<file path="src/mts_map.svh">
// Register map, field positions, reset values and timing figures of the
// measurement trigger sequencer.
// Assumes a 40 MHz ref_clk and a 32-bit classic Wishbone register bus.
`ifndef MTS_MAP_SVH
`define MTS_MAP_SVH

// ****************************************
// Register byte offsets
// ****************************************
`define MTS_ADR_CTRL       8'h00
`define MTS_ADR_SMPCNT     8'h04
`define MTS_ADR_PRECNT     8'h08
`define MTS_ADR_DLYMAN     8'h0C
`define MTS_ADR_LEVEL      8'h10
`define MTS_ADR_CMD        8'h14
`define MTS_ADR_STATUS     8'h18

// ****************************************
// Control word fields and reset values
// ****************************************
`define MTS_CTRL_W         13
`define MTS_CTRL_RST       13'h0000
`define MTS_CMD_INIT       0
`define MTS_CMD_BUSTRIG    1
`define MTS_CMD_CONF       2
`define MTS_CMD_MEAS       3
`define MTS_CMD_ABORT      4
`define MTS_SMPCNT_RST     1
`define MTS_PRECNT_RST     0
`define MTS_DLYMAN_RST     32'h0000_0000
`define MTS_LEVEL_RST      0

// ****************************************
// Timing
// ****************************************
`define MTS_CLK_PERIOD_NS  25
`define MTS_TICK_NS        1000
`define MTS_TICK_CYC       (`MTS_TICK_NS / `MTS_CLK_PERIOD_NS)
`define MTS_DLY_MAX_S      3600
`define MTS_DLY_MAX_US     (64'(`MTS_DLY_MAX_S) * 64'd1000000)
`define MTS_CMP_PULSE_NS   2000
`define MTS_CMP_PULSE_CYC  ((`MTS_CMP_PULSE_NS + `MTS_CLK_PERIOD_NS - 1) / `MTS_CLK_PERIOD_NS)

`endif

</file>
<file path="src/mts_pkg.sv">
// Types shared by the measurement trigger sequencer files.
// Assumes mts_map.svh supplies the numeric layout.
package mts_pkg;

   typedef enum logic [2:0] {
      MODE_AUTO   = 3'b000,
      MODE_SINGLE = 3'b001,
      MODE_HOLD   = 3'b010,
      MODE_IMM    = 3'b011,
      MODE_EXT    = 3'b100,
      MODE_BUS    = 3'b101,
      MODE_INT    = 3'b110
   } mts_mode_e;

   typedef enum logic [2:0] {
      FN_DCV   = 3'b000,
      FN_ACV   = 3'b001,
      FN_DCI   = 3'b010,
      FN_ACI   = 3'b011,
      FN_RES2  = 3'b100,
      FN_RES4  = 3'b101,
      FN_CONT  = 3'b110,
      FN_DIODE = 3'b111
   } mts_func_e;

   typedef enum logic [1:0] {
      DLY_AUTO   = 2'b00,
      DLY_ZERO   = 2'b01,
      DLY_MANUAL = 2'b10
   } mts_dly_e;

   typedef enum logic [2:0] {
      ST_IDLE  = 3'b000,
      ST_WAIT  = 3'b001,
      ST_DELAY = 3'b010,
      ST_ISSUE = 3'b011,
      ST_BUSY  = 3'b100
   } mts_state_e;

   // Control word, bit 0 is the LSB of mode
   typedef struct packed {
      logic       intSlopeRise;
      mts_dly_e   delaySel;
      mts_func_e  func;
      logic       beepEn;
      logic       completePulsePolarity;
      logic       extSlopeRise;
      logic       remote;
      mts_mode_e  mode;
   } mts_ctrl_s;

endpackage

</file>
<file path="src/mts_tick_div.sv">
// Time-base divider: one-cycle enable every DIV clocks.
// Assumes a single free-running clock with synchronous active-low reset.
`include "mts_map.svh"

module mts_tick_div #(
   parameter int DIV = `MTS_TICK_CYC
) (
   // Clock and reset
   input  wire logic ref_clk,
   input  wire logic rstn,
   // Tick
   output logic      tick
);

   logic [15:0] cnt_r;
   wire         wrap = (cnt_r == 16'(DIV - 1));

   always_ff @(posedge ref_clk) begin
      if (!rstn) begin
         cnt_r <= 16'h0000;
         tick  <= 1'b0;
      end else begin
         cnt_r <= wrap ? 16'h0000 : cnt_r + 16'h0001;
         tick  <= wrap;
      end
   end

endmodule

</file>
<file path="src/mts_trigger_seq.sv">
// Measurement trigger sequencer: trigger source selection, sample count,
// pre-trigger, trigger delay, reading hold and measurement-complete output.
// Assumes a reading engine that answers each sampleReq with one sampleDone
// pulse, all inputs synchronous to ref_clk.
`include "mts_map.svh"

module mts_trigger_seq #(
   parameter int CNT_W       = 20,
   parameter int MAX_SAMPLES = 50000,
   parameter int LVL_W       = 16,
   parameter int TICK_DIV    = `MTS_TICK_CYC
) (
   // Clock and reset
   input  wire logic             ref_clk,
   input  wire logic             rstn,
   // Wishbone slave
   input  wire logic             wb_cyc_i,
   input  wire logic             wb_stb_i,
   input  wire logic             wb_we_i,
   input  wire logic [7:0]       wb_adr_i,
   input  wire logic [3:0]       wb_sel_i,
   input  wire logic [31:0]      wb_dat_i,
   output logic      [31:0]      wb_dat_o,
   output logic                  wb_ack_o,
   // Front panel
   input  wire logic             panelTrigKey,
   input  wire logic             panelRangeSel,
   // External trigger handshake
   input  wire logic             extTrigIn,
   output logic                  measurementCompleteOutput,
   // Reading engine
   output logic                  sampleReq,
   output logic                  pretrigPhase,
   input  wire logic             sampleDone,
   input  wire logic             sampleStable,
   input  wire logic [LVL_W-1:0] levelIn,
   input  wire logic             levelValid,
   input  wire logic [31:0]      autoDelayUs,
   // Indicators
   output logic                  trigWaiting,
   output logic                  holdActive,
   output logic                  holdUpdate,
   output logic                  beepPulse
);

   // ****************************************
   // Register bus
   // ****************************************
   mts_pkg::mts_ctrl_s ctrl_r;
   mts_pkg::mts_ctrl_s ctrlNxt;
   mts_pkg::mts_ctrl_s ctrlWr;
   mts_pkg::mts_state_e state_r;
   mts_pkg::mts_state_e stateNxt;
   logic [CNT_W-1:0] sampleCount_r;
   logic [CNT_W-1:0] pretriggerSampleCount_r;
   logic [31:0]      delayManual_r;
   logic [LVL_W-1:0] level_r;
   logic [CNT_W-1:0] samplesLeft_r;
   logic [31:0]      delayCnt_r;
   logic             extPending_r;
   logic             extPrev_r;
   logic             prevAbove_r;
   logic             preBusy_r;
   logic [7:0]       cmpCnt_r;

   wire        wbReq   = wb_cyc_i & wb_stb_i & ~wb_ack_o;
   wire        wbWr    = wbReq & wb_we_i;
   wire [31:0] selMask = {{8{wb_sel_i[3]}}, {8{wb_sel_i[2]}}, {8{wb_sel_i[1]}}, {8{wb_sel_i[0]}}};
   wire        hitCtrl = (wb_adr_i == `MTS_ADR_CTRL);
   wire        hitSmp  = (wb_adr_i == `MTS_ADR_SMPCNT);
   wire        hitPre  = (wb_adr_i == `MTS_ADR_PRECNT);
   wire        hitDly  = (wb_adr_i == `MTS_ADR_DLYMAN);
   wire        hitLvl  = (wb_adr_i == `MTS_ADR_LEVEL);
   wire        hitCmd  = (wb_adr_i == `MTS_ADR_CMD);
   wire        hitStat = (wb_adr_i == `MTS_ADR_STATUS);

   function automatic logic [31:0] merge(input logic [31:0] old, input logic [31:0] dat, input logic [31:0] m);
      merge = (old & ~m) | (dat & m);
   endfunction

   wire [31:0] ctrlWord = merge({19'h0, ctrl_r}, wb_dat_i, selMask);
   wire [31:0] smpWord  = merge(32'(sampleCount_r), wb_dat_i, selMask);
   wire [31:0] preWord  = merge(32'(pretriggerSampleCount_r), wb_dat_i, selMask);
   wire [31:0] dlyWord  = merge(delayManual_r, wb_dat_i, selMask);
   wire [31:0] lvlWord  = merge(32'(level_r), wb_dat_i, selMask);
   wire [31:0] cmdWord  = wb_dat_i & selMask;

   wire wrCtrl    = wbWr & hitCtrl;
   wire wrSmp     = wbWr & hitSmp;
   wire wrPre     = wbWr & hitPre;
   wire wrDly     = wbWr & hitDly;
   wire cmdInit   = wbWr & hitCmd & cmdWord[`MTS_CMD_INIT];
   wire cmdBus    = wbWr & hitCmd & cmdWord[`MTS_CMD_BUSTRIG];
   wire cmdConf   = wbWr & hitCmd & cmdWord[`MTS_CMD_CONF];
   wire cmdMeas   = wbWr & hitCmd & cmdWord[`MTS_CMD_MEAS];
   wire cmdAbort  = wbWr & hitCmd & cmdWord[`MTS_CMD_ABORT];

   // Count of zero is taken as one, excess clamps to the maximum
   wire [CNT_W-1:0] smpClamp = (smpWord == 32'h0) ? CNT_W'(1) :
                               (smpWord > 32'(MAX_SAMPLES)) ? CNT_W'(MAX_SAMPLES) : smpWord[CNT_W-1:0];
   wire [31:0]      dlyClamp = (64'(dlyWord) > `MTS_DLY_MAX_US) ? 32'(`MTS_DLY_MAX_US) : dlyWord;

   assign ctrlWr = mts_pkg::mts_ctrl_s'(ctrlWord[`MTS_CTRL_W-1:0]);

   wire remoteEnter = wrCtrl & ctrlWr.remote & ~ctrl_r.remote;
   wire funcChange  = wrCtrl & (ctrlWr.func != ctrl_r.func);

   always_comb begin
      ctrlNxt = ctrl_r;
      if (wrCtrl) begin
         ctrlNxt = ctrlWr;
      end
      if (remoteEnter || cmdConf || cmdMeas) begin
         ctrlNxt.mode = mts_pkg::MODE_IMM;
      end
      if (cmdMeas) begin
         ctrlNxt.delaySel = mts_pkg::DLY_AUTO;
      end
      if ((ctrl_r.mode == mts_pkg::MODE_HOLD) && (funcChange || remoteEnter || panelRangeSel)) begin
         ctrlNxt.mode = remoteEnter ? mts_pkg::MODE_IMM : mts_pkg::MODE_AUTO;
      end
   end

   always_ff @(posedge ref_clk) begin
      if (!rstn) begin
         ctrl_r                  <= mts_pkg::mts_ctrl_s'(`MTS_CTRL_RST);
         sampleCount_r           <= CNT_W'(`MTS_SMPCNT_RST);
         pretriggerSampleCount_r <= CNT_W'(`MTS_PRECNT_RST);
         delayManual_r           <= `MTS_DLYMAN_RST;
         level_r                 <= LVL_W'(`MTS_LEVEL_RST);
      end else begin
         ctrl_r <= ctrlNxt;
         if (wrSmp) sampleCount_r <= smpClamp;
         if (wrPre) pretriggerSampleCount_r <= preWord[CNT_W-1:0];
         if (wrDly) delayManual_r <= dlyClamp;
         if (wbWr && hitLvl) level_r <= lvlWord[LVL_W-1:0];
      end
   end

   wire [31:0] statWord = {20'h0, extPending_r, preBusy_r, holdActive, trigWaiting, 5'h0, state_r};
   wire [31:0] rdData   = hitCtrl ? {19'h0, ctrl_r} :
                          hitSmp  ? 32'(sampleCount_r) :
                          hitPre  ? 32'(pretriggerSampleCount_r) :
                          hitDly  ? delayManual_r :
                          hitLvl  ? 32'(level_r) :
                          hitStat ? statWord : 32'h0000_0000;

   always_ff @(posedge ref_clk) begin
      if (!rstn) begin
         wb_ack_o <= 1'b0;
         wb_dat_o <= 32'h0000_0000;
      end else begin
         wb_ack_o <= wbReq;
         wb_dat_o <= (wbReq && !wb_we_i) ? rdData : 32'h0000_0000;
      end
   end

   // ****************************************
   // Trigger sources
   // ****************************************
   wire tick;

   mts_tick_div #(
      .DIV     (TICK_DIV)
   ) u_tick (
      .ref_clk (ref_clk),
      .rstn    (rstn),
      .tick    (tick)
   );

   mts_pkg::mts_mode_e mode;
   assign mode = ctrl_r.mode;

   wire contDiode = (ctrl_r.func == mts_pkg::FN_CONT) || (ctrl_r.func == mts_pkg::FN_DIODE);
   wire levelFunc = !contDiode;
   wire extEvt    = ctrl_r.extSlopeRise ? (extTrigIn & ~extPrev_r) : (~extTrigIn & extPrev_r);
   wire curAbove  = $signed(levelIn) >= $signed(level_r);
   wire crossEvt  = levelValid & levelFunc &
                    (ctrl_r.intSlopeRise ? (curAbove & ~prevAbove_r) : (~curAbove & prevAbove_r));
   wire extSrc    = (mode == mts_pkg::MODE_SINGLE) || (mode == mts_pkg::MODE_EXT);
   wire freeRun   = (mode == mts_pkg::MODE_AUTO) || (mode == mts_pkg::MODE_HOLD);
   wire localArm  = freeRun || (mode == mts_pkg::MODE_SINGLE);
   wire modeChg   = (ctrlNxt.mode != ctrl_r.mode);
   wire inReading = (state_r == mts_pkg::ST_DELAY) || (state_r == mts_pkg::ST_ISSUE) ||
                    (state_r == mts_pkg::ST_BUSY);

   // Pending external trigger; a new edge wins over its own consumption
   wire extConsume = (state_r == mts_pkg::ST_WAIT) && extSrc && extPending_r && !preBusy_r;
   wire extStore   = extEvt && extSrc && inReading;

   logic trigEvt;
   always_comb begin
      case (mode)
         mts_pkg::MODE_AUTO:   trigEvt = 1'b1;
         mts_pkg::MODE_HOLD:   trigEvt = 1'b1;
         mts_pkg::MODE_SINGLE: trigEvt = panelTrigKey | extEvt | extPending_r;
         mts_pkg::MODE_IMM:    trigEvt = 1'b1;
         mts_pkg::MODE_EXT:    trigEvt = extEvt | extPending_r;
         mts_pkg::MODE_BUS:    trigEvt = cmdBus | panelTrigKey;
         mts_pkg::MODE_INT:    trigEvt = crossEvt;
         default:              trigEvt = 1'b0;
      endcase
   end

   // ****************************************
   // Counts and delay selection
   // ****************************************
   wire             preOk    = (sampleCount_r > CNT_W'(1)) && (pretriggerSampleCount_r < sampleCount_r) &&
                               (pretriggerSampleCount_r != CNT_W'(0)) && !contDiode && !freeRun;
   wire [CNT_W-1:0] preEff   = preOk ? pretriggerSampleCount_r : CNT_W'(0);
   wire [CNT_W-1:0] postCnt  = sampleCount_r - preEff;
   wire [31:0]      delayEff = (contDiode || ctrl_r.delaySel == mts_pkg::DLY_ZERO) ? 32'h0000_0000 :
                               (ctrl_r.delaySel == mts_pkg::DLY_MANUAL) ? delayManual_r :
                               autoDelayUs;
   wire             fire     = (state_r == mts_pkg::ST_WAIT) && trigEvt && !preBusy_r;
   wire             lastSmp  = !freeRun && (samplesLeft_r <= CNT_W'(1));

   // ****************************************
   // Sequencer
   // ****************************************
   always_comb begin
      stateNxt = state_r;
      case (state_r)
         mts_pkg::ST_IDLE: begin
            if (localArm || cmdInit || cmdMeas) stateNxt = mts_pkg::ST_WAIT;
         end
         mts_pkg::ST_WAIT: begin
            if (fire) stateNxt = mts_pkg::ST_DELAY;
         end
         mts_pkg::ST_DELAY: begin
            if (delayCnt_r == 32'h0000_0000) stateNxt = mts_pkg::ST_ISSUE;
         end
         mts_pkg::ST_ISSUE: begin
            stateNxt = mts_pkg::ST_BUSY;
         end
         mts_pkg::ST_BUSY: begin
            if (sampleDone) begin
               if (!lastSmp) stateNxt = mts_pkg::ST_ISSUE;
               else if (localArm || mode == mts_pkg::MODE_EXT) stateNxt = mts_pkg::ST_WAIT;
               else stateNxt = mts_pkg::ST_IDLE;
            end
         end
         default: stateNxt = mts_pkg::ST_IDLE;
      endcase
      // Changing count, delay or source abandons the sequence until re-armed
      if (cmdAbort || wrSmp || wrPre || wrDly || modeChg) stateNxt = mts_pkg::ST_IDLE;
   end

   always_ff @(posedge ref_clk) begin
      if (!rstn) begin
         state_r <= mts_pkg::ST_IDLE;
      end else begin
         state_r <= stateNxt;
      end
   end

   always_ff @(posedge ref_clk) begin
      if (!rstn) begin
         samplesLeft_r <= CNT_W'(0);
         delayCnt_r    <= 32'h0000_0000;
      end else if (fire) begin
         samplesLeft_r <= postCnt;
         delayCnt_r    <= delayEff;
      end else begin
         if (state_r == mts_pkg::ST_DELAY && tick && delayCnt_r != 32'h0000_0000) begin
            delayCnt_r <= delayCnt_r - 32'h0000_0001;
         end
         if (state_r == mts_pkg::ST_BUSY && sampleDone && !lastSmp && !freeRun) begin
            samplesLeft_r <= samplesLeft_r - CNT_W'(1);
         end
      end
   end

   // Edge history and the one-deep external trigger store
   always_ff @(posedge ref_clk) begin
      if (!rstn) begin
         extPrev_r    <= 1'b0;
         prevAbove_r  <= 1'b0;
         extPending_r <= 1'b0;
      end else begin
         extPrev_r <= extTrigIn;
         if (levelValid) prevAbove_r <= curAbove;
         if (extStore) extPending_r <= 1'b1;
         else if (extConsume || !extSrc || modeChg) extPending_r <= 1'b0;
      end
   end

   // ****************************************
   // Engine requests and pre-trigger sampling
   // ****************************************
   // Pre-trigger readings run while waiting; a trigger event during the one in flight is dropped, not held
   wire preGo = (state_r == mts_pkg::ST_WAIT) && preOk && !preBusy_r && !fire;

   always_ff @(posedge ref_clk) begin
      if (!rstn) begin
         sampleReq    <= 1'b0;
         preBusy_r    <= 1'b0;
         pretrigPhase <= 1'b0;
      end else begin
         sampleReq    <= (state_r == mts_pkg::ST_ISSUE) || preGo;
         pretrigPhase <= (state_r == mts_pkg::ST_WAIT) && preOk;
         if (preGo) preBusy_r <= 1'b1;
         else if (sampleDone) preBusy_r <= 1'b0;
      end
   end

   // ****************************************
   // Indicators, hold and complete pulse
   // ****************************************
   wire measDone = sampleDone && (state_r == mts_pkg::ST_BUSY || preBusy_r);
   wire holdHit  = sampleDone && (state_r == mts_pkg::ST_BUSY) && (mode == mts_pkg::MODE_HOLD) && sampleStable;

   always_ff @(posedge ref_clk) begin
      if (!rstn) begin
         trigWaiting <= 1'b0;
         holdActive  <= 1'b0;
         holdUpdate  <= 1'b0;
         beepPulse   <= 1'b0;
      end else begin
         trigWaiting <= (stateNxt == mts_pkg::ST_WAIT) && !freeRun && (mode != mts_pkg::MODE_IMM);
         holdActive  <= (ctrlNxt.mode == mts_pkg::MODE_HOLD);
         holdUpdate  <= holdHit;
         beepPulse   <= holdHit && ctrl_r.beepEn;
      end
   end

   // Pulse stretched so that slow external switch gear can see it
   always_ff @(posedge ref_clk) begin
      if (!rstn) begin
         cmpCnt_r                  <= 8'h00;
         measurementCompleteOutput <= 1'b1;
      end else begin
         if (measDone) cmpCnt_r <= 8'(`MTS_CMP_PULSE_CYC);
         else if (cmpCnt_r != 8'h00) cmpCnt_r <= cmpCnt_r - 8'h01;
         measurementCompleteOutput <= ((measDone || cmpCnt_r > 8'h01) == ctrl_r.completePulsePolarity);
      end
   end

endmodule

</file>
<file path="config.mk">
export PLATFORM = sky130hd
export DESIGN_NAME = mts_trigger_seq
export DESIGN_NICKNAME = d
export VERILOG_FILES = /design/src/mts_pkg.sv /design/src/mts_tick_div.sv /design/src/mts_trigger_seq.sv
export VERILOG_INCLUDE_DIRS = /design/src /design/src/src
export SDC_FILE = /design/constraint.sdc
export NUM_CORES = 1
export LEC_CHECK = 0
export ABC_CLOCK_PERIOD_IN_PS = 6200
export BUFFER_PORTS_ARGS = -buffer_cell sky130_fd_sc_hd__buf_2
export CORE_UTILIZATION = 40
export DETAILED_ROUTE_END_ITERATION = 10
export PLACE_DENSITY_LB_ADDON = 0.15
export REMOVE_ABC_BUFFERS = 1
export SLEW_MARGIN = 10
export SYNTH_ARGS = -nofsm -noshare
export SYNTH_HDL_FRONTEND = slang
export SYNTH_SLANG_ARGS = --single-unit
</file>
<file path="constraint.sdc">
create_clock -name ref_clk -period 6.2 [get_ports ref_clk]
set_input_delay 1.24 -clock ref_clk [delete_from_list [all_inputs] [get_ports ref_clk]]
set_output_delay 1.24 -clock ref_clk [all_outputs]
set_load 0.05 [all_outputs]
</file>
; Yosys cells after proc, flatten, opt, wreduce, memory -nomap -nowiden
; Cells that the tools add are included.
[classes]
add_sub_neg = 5
order_cmp = 7
n_eq_ne = 27
muxes = 37
bitwise = 46
reduce_logical = 79
[ops]
columns = cell, count
row1 = 32-bit 2-to-1 mux, 6
row2 = 20-bit 2-to-1 mux, 7
row3 = 32-bit AND, 2
row4 = 32-bit logical NOT, 2
row5 = 32-bit OR, 2
row6 = 20-bit by 32-bit AND with 32-bit output, 1
row7 = 32-bit by 16-bit greater-than comparator with 1-bit output (second input constant), 1
row8 = 32-bit greater-than comparator (second input constant), 1
row9 = 32-bit NOT, 1
row10 = 32-bit nonzero test, 1
row11 = 32-bit by 1-bit subtractor with 32-bit output (second input constant), 1
row12 = 1-bit logical AND, 29
row13 = 8-bit by 5-bit == test with 1-bit output (second input constant), 3
row14 = 3-bit 2-to-1 mux, 8
row15 = 1-bit logical OR, 23
row16 = 1-bit AND, 22
row17 = 20-bit AND, 1
row18 = 20-bit by 1-bit greater-than comparator with 1-bit output (second input constant), 1
row19 = 20-bit by 1-bit less-or-equal comparator with 1-bit output (second input constant), 1
row20 = 20-bit less-than comparator, 1
row21 = 20-bit OR, 1
row22 = 20-bit nonzero test, 1
row23 = 20-bit by 1-bit subtractor with 20-bit output (second input constant), 1
row24 = 20-bit subtractor, 1
row25 = 38 further kinds, 83
[word_totals]
regBits = 225
inputBits = 103
output_inout_bits = 40

; Logic depth before layout (Yosys ltp)
; Gate-level depths: netlist of run 1.
[logic_depth]
ltp_word = 16
ltp_mapped = 22

; Hierarchy
; From an unflattened synthesis of run 1, not the netlist that was laid out.
[unflattened]
cells_unflattened = 1607
area_unflattened_um2 = 13161.4
[by_module_without_submodules]
columns = mod, instances, cells_each, area_each_um2, seq_area_each_um2
row1 = mts_trigger_seq, 1, 1521, 12401.9, 4164.0
row2 = mts_tick_div, 1, 86, 759.5, 340.3

; Least setup slack after synthesis of run 1
; OpenSTA, ideal clock, no wires.
[synth_timing]
path_type = register to register
from = register sampleCount_r[9]
to = register samplesLeft_r[18]
setup_ps = 86
t_arrival_ps = 4118
required_time_ps = 6114
setup_slack_ps = 1996
path_stages_with_launch = 22
n_path_buf = 1
period_less_slack_ps = 4204
path_cell_list = dfxtp_1 > inv_1 > ha_1 > a21o_1 > a221o_1 > o311ai_0 > a21oi_1 > a21oi_1 > o21a_1 > clkbuf_1 > and2_1 > ha_1 > fa_1 > nor2b_1 > o21ai_0 > a21o_1 > a21o_1 > o21ai_0 > o21ai_0 > nor4b_1 > nor4_1 > a211oi_1
[synth_via]
elab_chain_len = 8
[synth_lines]
columns = item, line
row1 = from (decl), mts_trigger_seq.sv:54  ; logic [CNT_W-1:0] sampleCount_r;
row2 = from (signal assigned), mts_trigger_seq.sv:127  ; sampleCount_r <= CNT_W'(`MTS_SMPCNT_RST);
row3 = from (signal assigned), mts_trigger_seq.sv:133  ; if (wrSmp) sampleCount_r <= smpClamp;
row4 = 20-bit by 1-bit greater-than comparator with 1-bit output / 20-bit less-than comparator (equally long branches), mts_trigger_seq.sv:208  ; wire preOk = (sampleCount_r > CNT_W'(1)) && (pretriggerSampleCount_r < sampleCount_r) &&
row5 = 1-bit logical AND (2 in series), mts_trigger_seq.sv:208
row6 = 1-bit logical AND (2 in series), mts_trigger_seq.sv:209  ; (pretriggerSampleCount_r != CNT_W'(0)) && !contDiode && !freeRun;
row7 = 20-bit 2-to-1 mux, mts_trigger_seq.sv:210  ; wire [CNT_W-1:0] preEff = preOk ? pretriggerSampleCount_r : CNT_W'(0);
row8 = 20-bit subtractor (*), mts_trigger_seq.sv:211  ; wire [CNT_W-1:0] postCnt = sampleCount_r - preEff;
row9 = 20-bit 2-to-1 mux (*), mts_trigger_seq.sv:261  ; end else if (fire) begin
row10 = to (signal assigned), mts_trigger_seq.sv:262  ; samplesLeft_r <= postCnt;
row11 = to (signal assigned), mts_trigger_seq.sv:269  ; samplesLeft_r <= samplesLeft_r - CNT_W'(1);
row12 = to (decl), mts_trigger_seq.sv:58  ; logic [CNT_W-1:0] samplesLeft_r;
; Mark *: on every way between the ends. The rest lies on a longest branch, timed or not.
; A chain may end at the register's enable or synchronous reset.

; Worst setup path in the final report of run 1
; Same ends and word-level chain as after synthesis.

==> flow_metrics.tcl, run 1 <==
set metrics [dict create \
    status "finished clean" \
    seq_area_um2 4504 \
    synth.avg_cell_area_um2 7.853 \
    route.detailed.drc 0 \
    ctsResizeCount 0 \
    cts_setup_buffers 0 \
    arrival_ns 5.46 \
    cts_htree_levels 1 \
    crit_type "register to register" \
    ys_types 79 \
    first_global_vias 12080 \
    period_needed_ns 4.999 \
    cpLargestDelayFamily "compound AO/OA/AOI/OAI gates" \
    period_share_pct 80.63 \
    grt_use_total_pct 26.42 \
    grt_pass1_wl_um 68570 \
    clock.fmax_ghz 0.2000 \
    hold_viol 0 \
    vdd_ir_drop_max_mv 0.1842 \
    worstSetupStartpointType "register" \
    max_slew_margin_pct 26.31 \
    detail_route.vias_per_cell 5.938 \
    grt_overflow 0 \
    io_pins 143 \
    postCtsHoldBufs 0 \
    core-area_um2 31560 \
    gp_congestion 0.9680 \
    crit_path_cell_trace "inv_1 > ha_1 > a21o_1 > a221o_1 > o311ai_0 > a21oi_1 > a21oi_1 > o21a_1 > and2_1 > ha_1 > fa_1 > nor2b_1 > o21ai_0 > a21o_1 > a21o_1 > o21ai_0 > o21ai_0 > nor4b_1 > nor4_1 > a211oi_1" \
    layout.cells.non_filler 2158 \
    crit_buf_inv 1 \
    final_layout_size_suffix_gt1_share_pct 13.22 \
    cts.sink_count 225 \
    min_path_cells 1 \
    fin_ws_ns 1.201 \
    wl_um 43740 \
    antenna_found_initial 1 \
    synthTopCellsByArea "dfxtp_1 35%, ha_1 6.0%, nand2_1 5.5%" \
    dr.pass1.iters 5 \
    cts.path.max_buffers 3 \
    maxCapViolCount 0 \
    numCtsBuffers 27 \
    wl_per_cell_um 20.27 \
    place_area_um2 13860 \
    drv_slew 0 \
    skew_ns 0.02235 \
    dp_cells 2111 \
    ys.flop_type "dfxtp_1" \
    final_cell_area_um2 14790 \
    post-synth-top-area-cell "dfxtp_1" \
    worst_r2r_path_depth 20 \
    initial_utilization_pct 40.64 \
    root_buffer "clkbuf_16" \
    cts_tree "yes" \
    async_reset_ff_share_pct 0 \
    regToRegSetupSlack_ns 1.20 \
    cp-end-kind "register" \
    synth.top_cell.area_share_pct 35.13 \
    finalSetupViolCount 0 \
    dp_slack_ns 1.182 \
    yosysMostFrequentCell "dfxtp_1" \
    row_count 65 \
    io_buffers 142 \
    synthCells 1633 \
    hp-class "register to register" \
    finalNetCount 1903 \
    synth_commonest_cells "225 x dfxtp_1, 189 x nand2_1, 184 x nor2_1, 130 x a21oi_1, 72 x nand3_1" \
    multi_input_area_um2 7774 \
    area_delta_synth_final_pct 15.31 \
    dp_hpwl_um 32570 \
    grt_max_degree 74 \
    ant_nets 0 \
    vias 12810 \
    p_leak_nw 5.829 \
    dieWidth_um 181.1 \
    cp_slowest_cell "o21a_1" \
    yosysSeqAreaShare_pct 35.13 \
    clock_latency_ns 0.54 \
    synth_warnings 0 \
    synth_edf_count 0 \
    worstMarginPinSlew_ns 1.095 \
    die_y_um 181.1 \
    cp_num_cells 20 \
    mappedNetlistArea_um2 12820 \
    worstPathMaxFanout 21 \
    die_area_um2 32780 \
    worstPathRequired_ns 6.66 \
    slowest_delay_ns 0.57 \
    path_clk_slew_ns 0.07 \
    ys_seq_elements 225 \
    rsz0062_at_grt "false" \
    nFillCells 3225 \
    p_per_area_nw_per_um2 278.9 \
    drtIter0Drc 1252 \
]
[worst register-to-register path: stages (launching register included)]
cell and delay [ns]:
dfxtp_1 0.48, inv_1 0.09, ha_1 0.32, a21o_1 0.19, a221o_1 0.34, o311ai_0 0.35
a21oi_1 0.13, a21oi_1 0.16, o21a_1 0.57, and2_1 0.23, ha_1 0.19, fa_1 0.21
nor2b_1 0.06, o21ai_0 0.20, a21o_1 0.17, a21o_1 0.19, o21ai_0 0.13, o21ai_0 0.34
nor4b_1 0.28, nor4_1 0.09, a211oi_1 0.21
[worst paths after layout]
path,from,end
setup / recovery,sampleCount_r[9]$_SDFFE_PN0P_,samplesLeft_r[18]$_SDFFE_PN0P_
hold / removal,u_tick.cnt_r[0]$_SDFF_PP0_,u_tick.cnt_r[0]$_SDFF_PP0_
setup reg to reg,sampleCount_r[9]$_SDFFE_PN0P_,samplesLeft_r[18]$_SDFFE_PN0P_
hold reg to reg,u_tick.cnt_r[0]$_SDFF_PP0_,u_tick.cnt_r[0]$_SDFF_PP0_
[metrics by stage]
| stage | util (%) | hold WS (ns) | power [mW] | TNS, ns |
|---|---|---|---|---|
| 2_1_floorplan | - | 0.4176 | 2.221 | -19.73 |
| 3_3_place_gp | 43.92 | 0.4292 | 2.462 | 0 |
| 3_5_place_dp | 43.92 | 0.4332 | 2.474 | 0 |
| 4_1_cts | 46.85 | 0.4455 | 4.138 | 0 |
| 5_1_grt | 46.86 | 0.4736 | 4.307 | 0 |
| 6_report | 46.86 | 0.4422 | 4.124 | 0 |
[area by class of cell]
class / count / area share (%)
Tap cell: 402 / 3.402
Sequential cell: 225 / 30.46
Clock buffer: 34 / 5.085
Inverter: 61 / 1.565
Timing Repair Buffer: 160 / 5.720
Clock inverter: 12 / 1.176
Antenna cell: 1 / 0.01692
Multi-Input combinational cell: 1263 / 52.57
[power breakdown]
part           total [mW]  switching (mW)  internal, mW
clock network        1.66           0.646          1.02
logic               0.792           0.489         0.303
registers            1.67           0.107          1.56
[cell families after synthesis]
group	synth area share, %
AO/OA/AOI/OAI	21.59
XOR/XNOR	4.918
adder cells (fa/ha/maj)	6.108
buffers and inverters	4.430
flip-flops	35.13
multiplexers	2.771
AND/OR/NAND/NOR	25.06
[layout by cell type (no fill, tap or decap), types with 7 or more instances in the layout]
cell type,instances
and2_1,25
nand3_1,72
o22ai_1,28
nor4_1,41
a21oi_1,129
a221oi_1,7
nor3b_1,7
nand2_1,189
o21a_1,14
or3_1,9
xor2_1,26
buf_2,142
nor2b_1,10
dfxtp_1,225
buf_4,18
a21o_1,13
nand3b_1,10
or4_1,10
o21ai_0,60
o31ai_1,17
a22oi_1,26
nor3_1,45
a22o_1,9
nor2_1,184
xnor2_1,46
clkbuf_16,27
and3_1,10
a32oi_1,11
inv_1,60
or2_2,8
a211oi_1,33
ha_1,61
nand4_1,13
mux2i_1,31
nand2b_1,15
a31oi_1,16
o211ai_1,11
[routing by layer]
| metal | GRT usage, % | share of wire (%) |
|---|---|---|
| met2 | 41.20 | 44 |
| met4 | 11.08 | 4.0 |
| met1 | 37.09 | 45 |
| met5 | 0 | 0 |
| met3 | 2.681 | 6.4 |
No activity file was read; power rests on OpenSTA's default activity.
==> run 2, diff against run 1 <==
--- a/config.mk
+++ b/config.mk
@@ -6,7 +6,7 @@
 export SDC_FILE = /design/constraint.sdc
 export NUM_CORES = 1
 export LEC_CHECK = 0
-export ABC_CLOCK_PERIOD_IN_PS = 6200
+export ABC_CLOCK_PERIOD_IN_PS = 4190
 export BUFFER_PORTS_ARGS = -buffer_cell sky130_fd_sc_hd__buf_2
 export CORE_UTILIZATION = 40
 export DETAILED_ROUTE_END_ITERATION = 10
==> constraint.sdc (replaced) <==
create_clock -name ref_clk -period 4.19 [get_ports ref_clk]
set_input_delay 0.838 -clock ref_clk [delete_from_list [all_inputs] [get_ports ref_clk]]
set_output_delay 0.838 -clock ref_clk [all_outputs]
set_load 0.05 [all_outputs]
==> run 2 against run 1 <==
Compared with the run above:
- via count increased by 1.4%
- hold slack improved by 0.0012 ns
- power increased by 47%
- clock power increased by 43%
- non-clock buffer count increased by 69
- highest routed layer unchanged
- sequential power increased by 47%
==> flow_metrics.tcl, run 2 (same netlist as run 1, synthesis figures left out) <==
set metrics [dict create \
    hp-start "u_tick.cnt_r[0]$_SDFF_PP0_" \
    grt_pass1_wl_um 69270 \
    gp_congestion 0.9800 \
    initial_utilization_pct 40.64 \
    maxCapViolCount 0 \
    first_global_vias 12130 \
    period_needed_ns 4.061 \
    final_layout_size_suffix_gt1_share_pct 18.29 \
    skew_ns 0.01883 \
    detail_route.vias_per_cell 5.823 \
    worst_r2r_path_depth 21 \
    dp_slack_ns -0.1744 \
    hp-class "register to register" \
    hold_viol 0 \
    endpoint "samplesLeft_r[14]$_SDFFE_PN0P_" \
    worstSetupStartpointType "register" \
    clock.fmax_ghz 0.2462 \
    cts.path.max_buffers 3 \
    final_common_cell "dfxtp_1" \
    wl_um 45150 \
    antenna_found_initial 4 \
    fin_util_pct 48.97 \
    r2r_start "sampleCount_r[6]$_SDFFE_PN0P_" \
    cts_tree "yes" \
    row_count 65 \
    die_area_um2 32780 \
    worstMarginPinSlew_ns 0.9218 \
    p_per_area_nw_per_um2 391.5 \
    path_clk_slew_ns 0.06 \
    root_buffer "clkbuf_16" \
    dp_hpwl_um 33980 \
    io_buffers 142 \
    clock_latency_ns 0.55 \
    slowest_delay_ns 0.36 \
    ant_nets 0 \
    drtIter0Drc 1173 \
    cp_num_cells 21 \
    p_leak_nw 6.192 \
    cp-startpoint "sampleCount_r[6]$_SDFFE_PN0P_" \
    wl_per_cell_um 20.24 \
    crit_buf_inv 1 \
    arrival_ns 4.50 \
    finalSetupViolCount 0 \
    dr.pass1.iters 8 \
    grt_overflow 0 \
    die_y_um 181.1 \
    regToRegSetupSlack_ns 0.13 \
    cts_htree_levels 1 \
    period_share_pct 96.92 \
    grt_use_total_pct 26.81 \
    grt_max_degree 93 \
    dieWidth_um 181.1 \
    core-area_um2 31560 \
    worstPathMaxFanout 4 \
    crit_path_cell_trace "inv_2 > ha_4 > and4_1 > nand2_2 > a211oi_2 > o311ai_1 > a21oi_1 > a21oi_1 > o21a_2 > and2_4 > ha_4 > fa_2 > nor2b_2 > o21ai_2 > a21o_1 > a21o_1 > o211ai_1 > a31o_2 > a21oi_1 > xnor2_1 > o211a_1" \
    hold_ws_ns 0.4434 \
    finalNetCount 1972 \
    vdd_ir_drop_max_mv 0.2570 \
    cts.sink_count 225 \
    drv_slew 0 \
    numCtsBuffers 27 \
    io_pins 143 \
    r2r_end "samplesLeft_r[14]$_SDFFE_PN0P_" \
    cpLargestDelayFamily "compound AO/OA/AOI/OAI gates" \
    cp-end-kind "register" \
    route.detailed.drc 0 \
    vias 12990 \
    fin_ws_ns 0.1288 \
    path_common_cell "a21oi_1" \
    layout_common_cells "218 x dfxtp_1, 188 x nand2_1, 183 x nor2_1" \
    max_slew_margin_pct 38.41 \
    area_delta_synth_final_pct 20.50 \
    status "finished clean" \
    cp_slowest_cell "fa_2" \
    crit_type "register to register" \
    worstPathRequired_ns 4.63 \
]
-- run 2: stage by stage --
| step | std cells | cell area [um2] | power (mW) | TNS, ns |
|---|---|---|---|---|
| final | 2231 | 15450 | 6.049 | 0 |
| after floorplan | 1549 | 12480 | 3.287 | -108.17 |
| after global placement | 2178 | 14380 | 3.672 | -0.1042 |
| after detailed placement | 2178 | 14380 | 3.691 | -0.3274 |
| after global routing | 2231 | 15450 | 6.333 | -0.06816 |
| after CTS | 2226 | 15300 | 6.078 | 0 |
-- run 2: power breakdown --
part           switching [mW]  internal (mW)
Sequential              0.155           2.31
Combinational           0.728          0.473
Clock                   0.975           1.41
Total                    1.86           4.19
-- run 2: layer usage --
| layer | part of all wire (%) | vias up | track usage (%) |
|---|---|---|---|
| met5 | 0 | - | 0 |
| met4 | 3.9 | 0 | 9.898 |
| met3 | 7.0 | 111 | 4.414 |
| met2 | 44 | 511 | 41.81 |
| met1 | 45 | 6095 | 37.08 |
| li1 | - | 6274 | - |
-- run 2: worst min path at each step --
stage,slack (ns),end,cells past startpoint
finish,0.44,u_tick.cnt_r[0]$_SDFF_PP0_,1
global route,0.47,u_tick.cnt_r[0]$_SDFF_PP0_,1
CTS,0.45,u_tick.cnt_r[0]$_SDFF_PP0_,1
detailed placement,0.44,u_tick.cnt_r[0]$_SDFF_PP0_,1
global placement,0.44,u_tick.cnt_r[0]$_SDFF_PP0_,1
floorplan,0.42,u_tick.cnt_r[0]$_SDFF_PP0_,1
-- run 2: worst register-to-register path, cell delays in order, from the launching register on --
cell and delay (ns):
dfxtp_2 0.33, inv_2 0.04, ha_4 0.26, and4_1 0.22
nand2_2 0.08, a211oi_2 0.25, o311ai_1 0.13, a21oi_1 0.19
a21oi_1 0.10, o21a_2 0.25, and2_4 0.15, ha_4 0.16
fa_2 0.36, nor2b_2 0.14, o21ai_2 0.06, a21o_1 0.19
a21o_1 0.21, o211ai_1 0.26, a31o_2 0.20, a21oi_1 0.07
xnor2_1 0.12, o211a_1 0.20
-- run 2: area by class of cell --
class / instances / area (um2)
fillers: 3108 / 16100
multi-input cells: 1263 / 7911
flip-flops and latches: 225 / 4513
repair buffers: 229 / 1389
clock buffers: 36 / 769.5
well taps: 402 / 503.0
inverters: 61 / 231.5
clock inverters: 12 / 127.6
diodes: 3 / 7.507
-- run 2: timing repair --
item,CTS,global route
endpoints found under the setup margin,4,10
gates resized for setup,6,33
buffers inserted,0,2
pin swaps,0,19
hold buffers,0,0
cloned,0,0
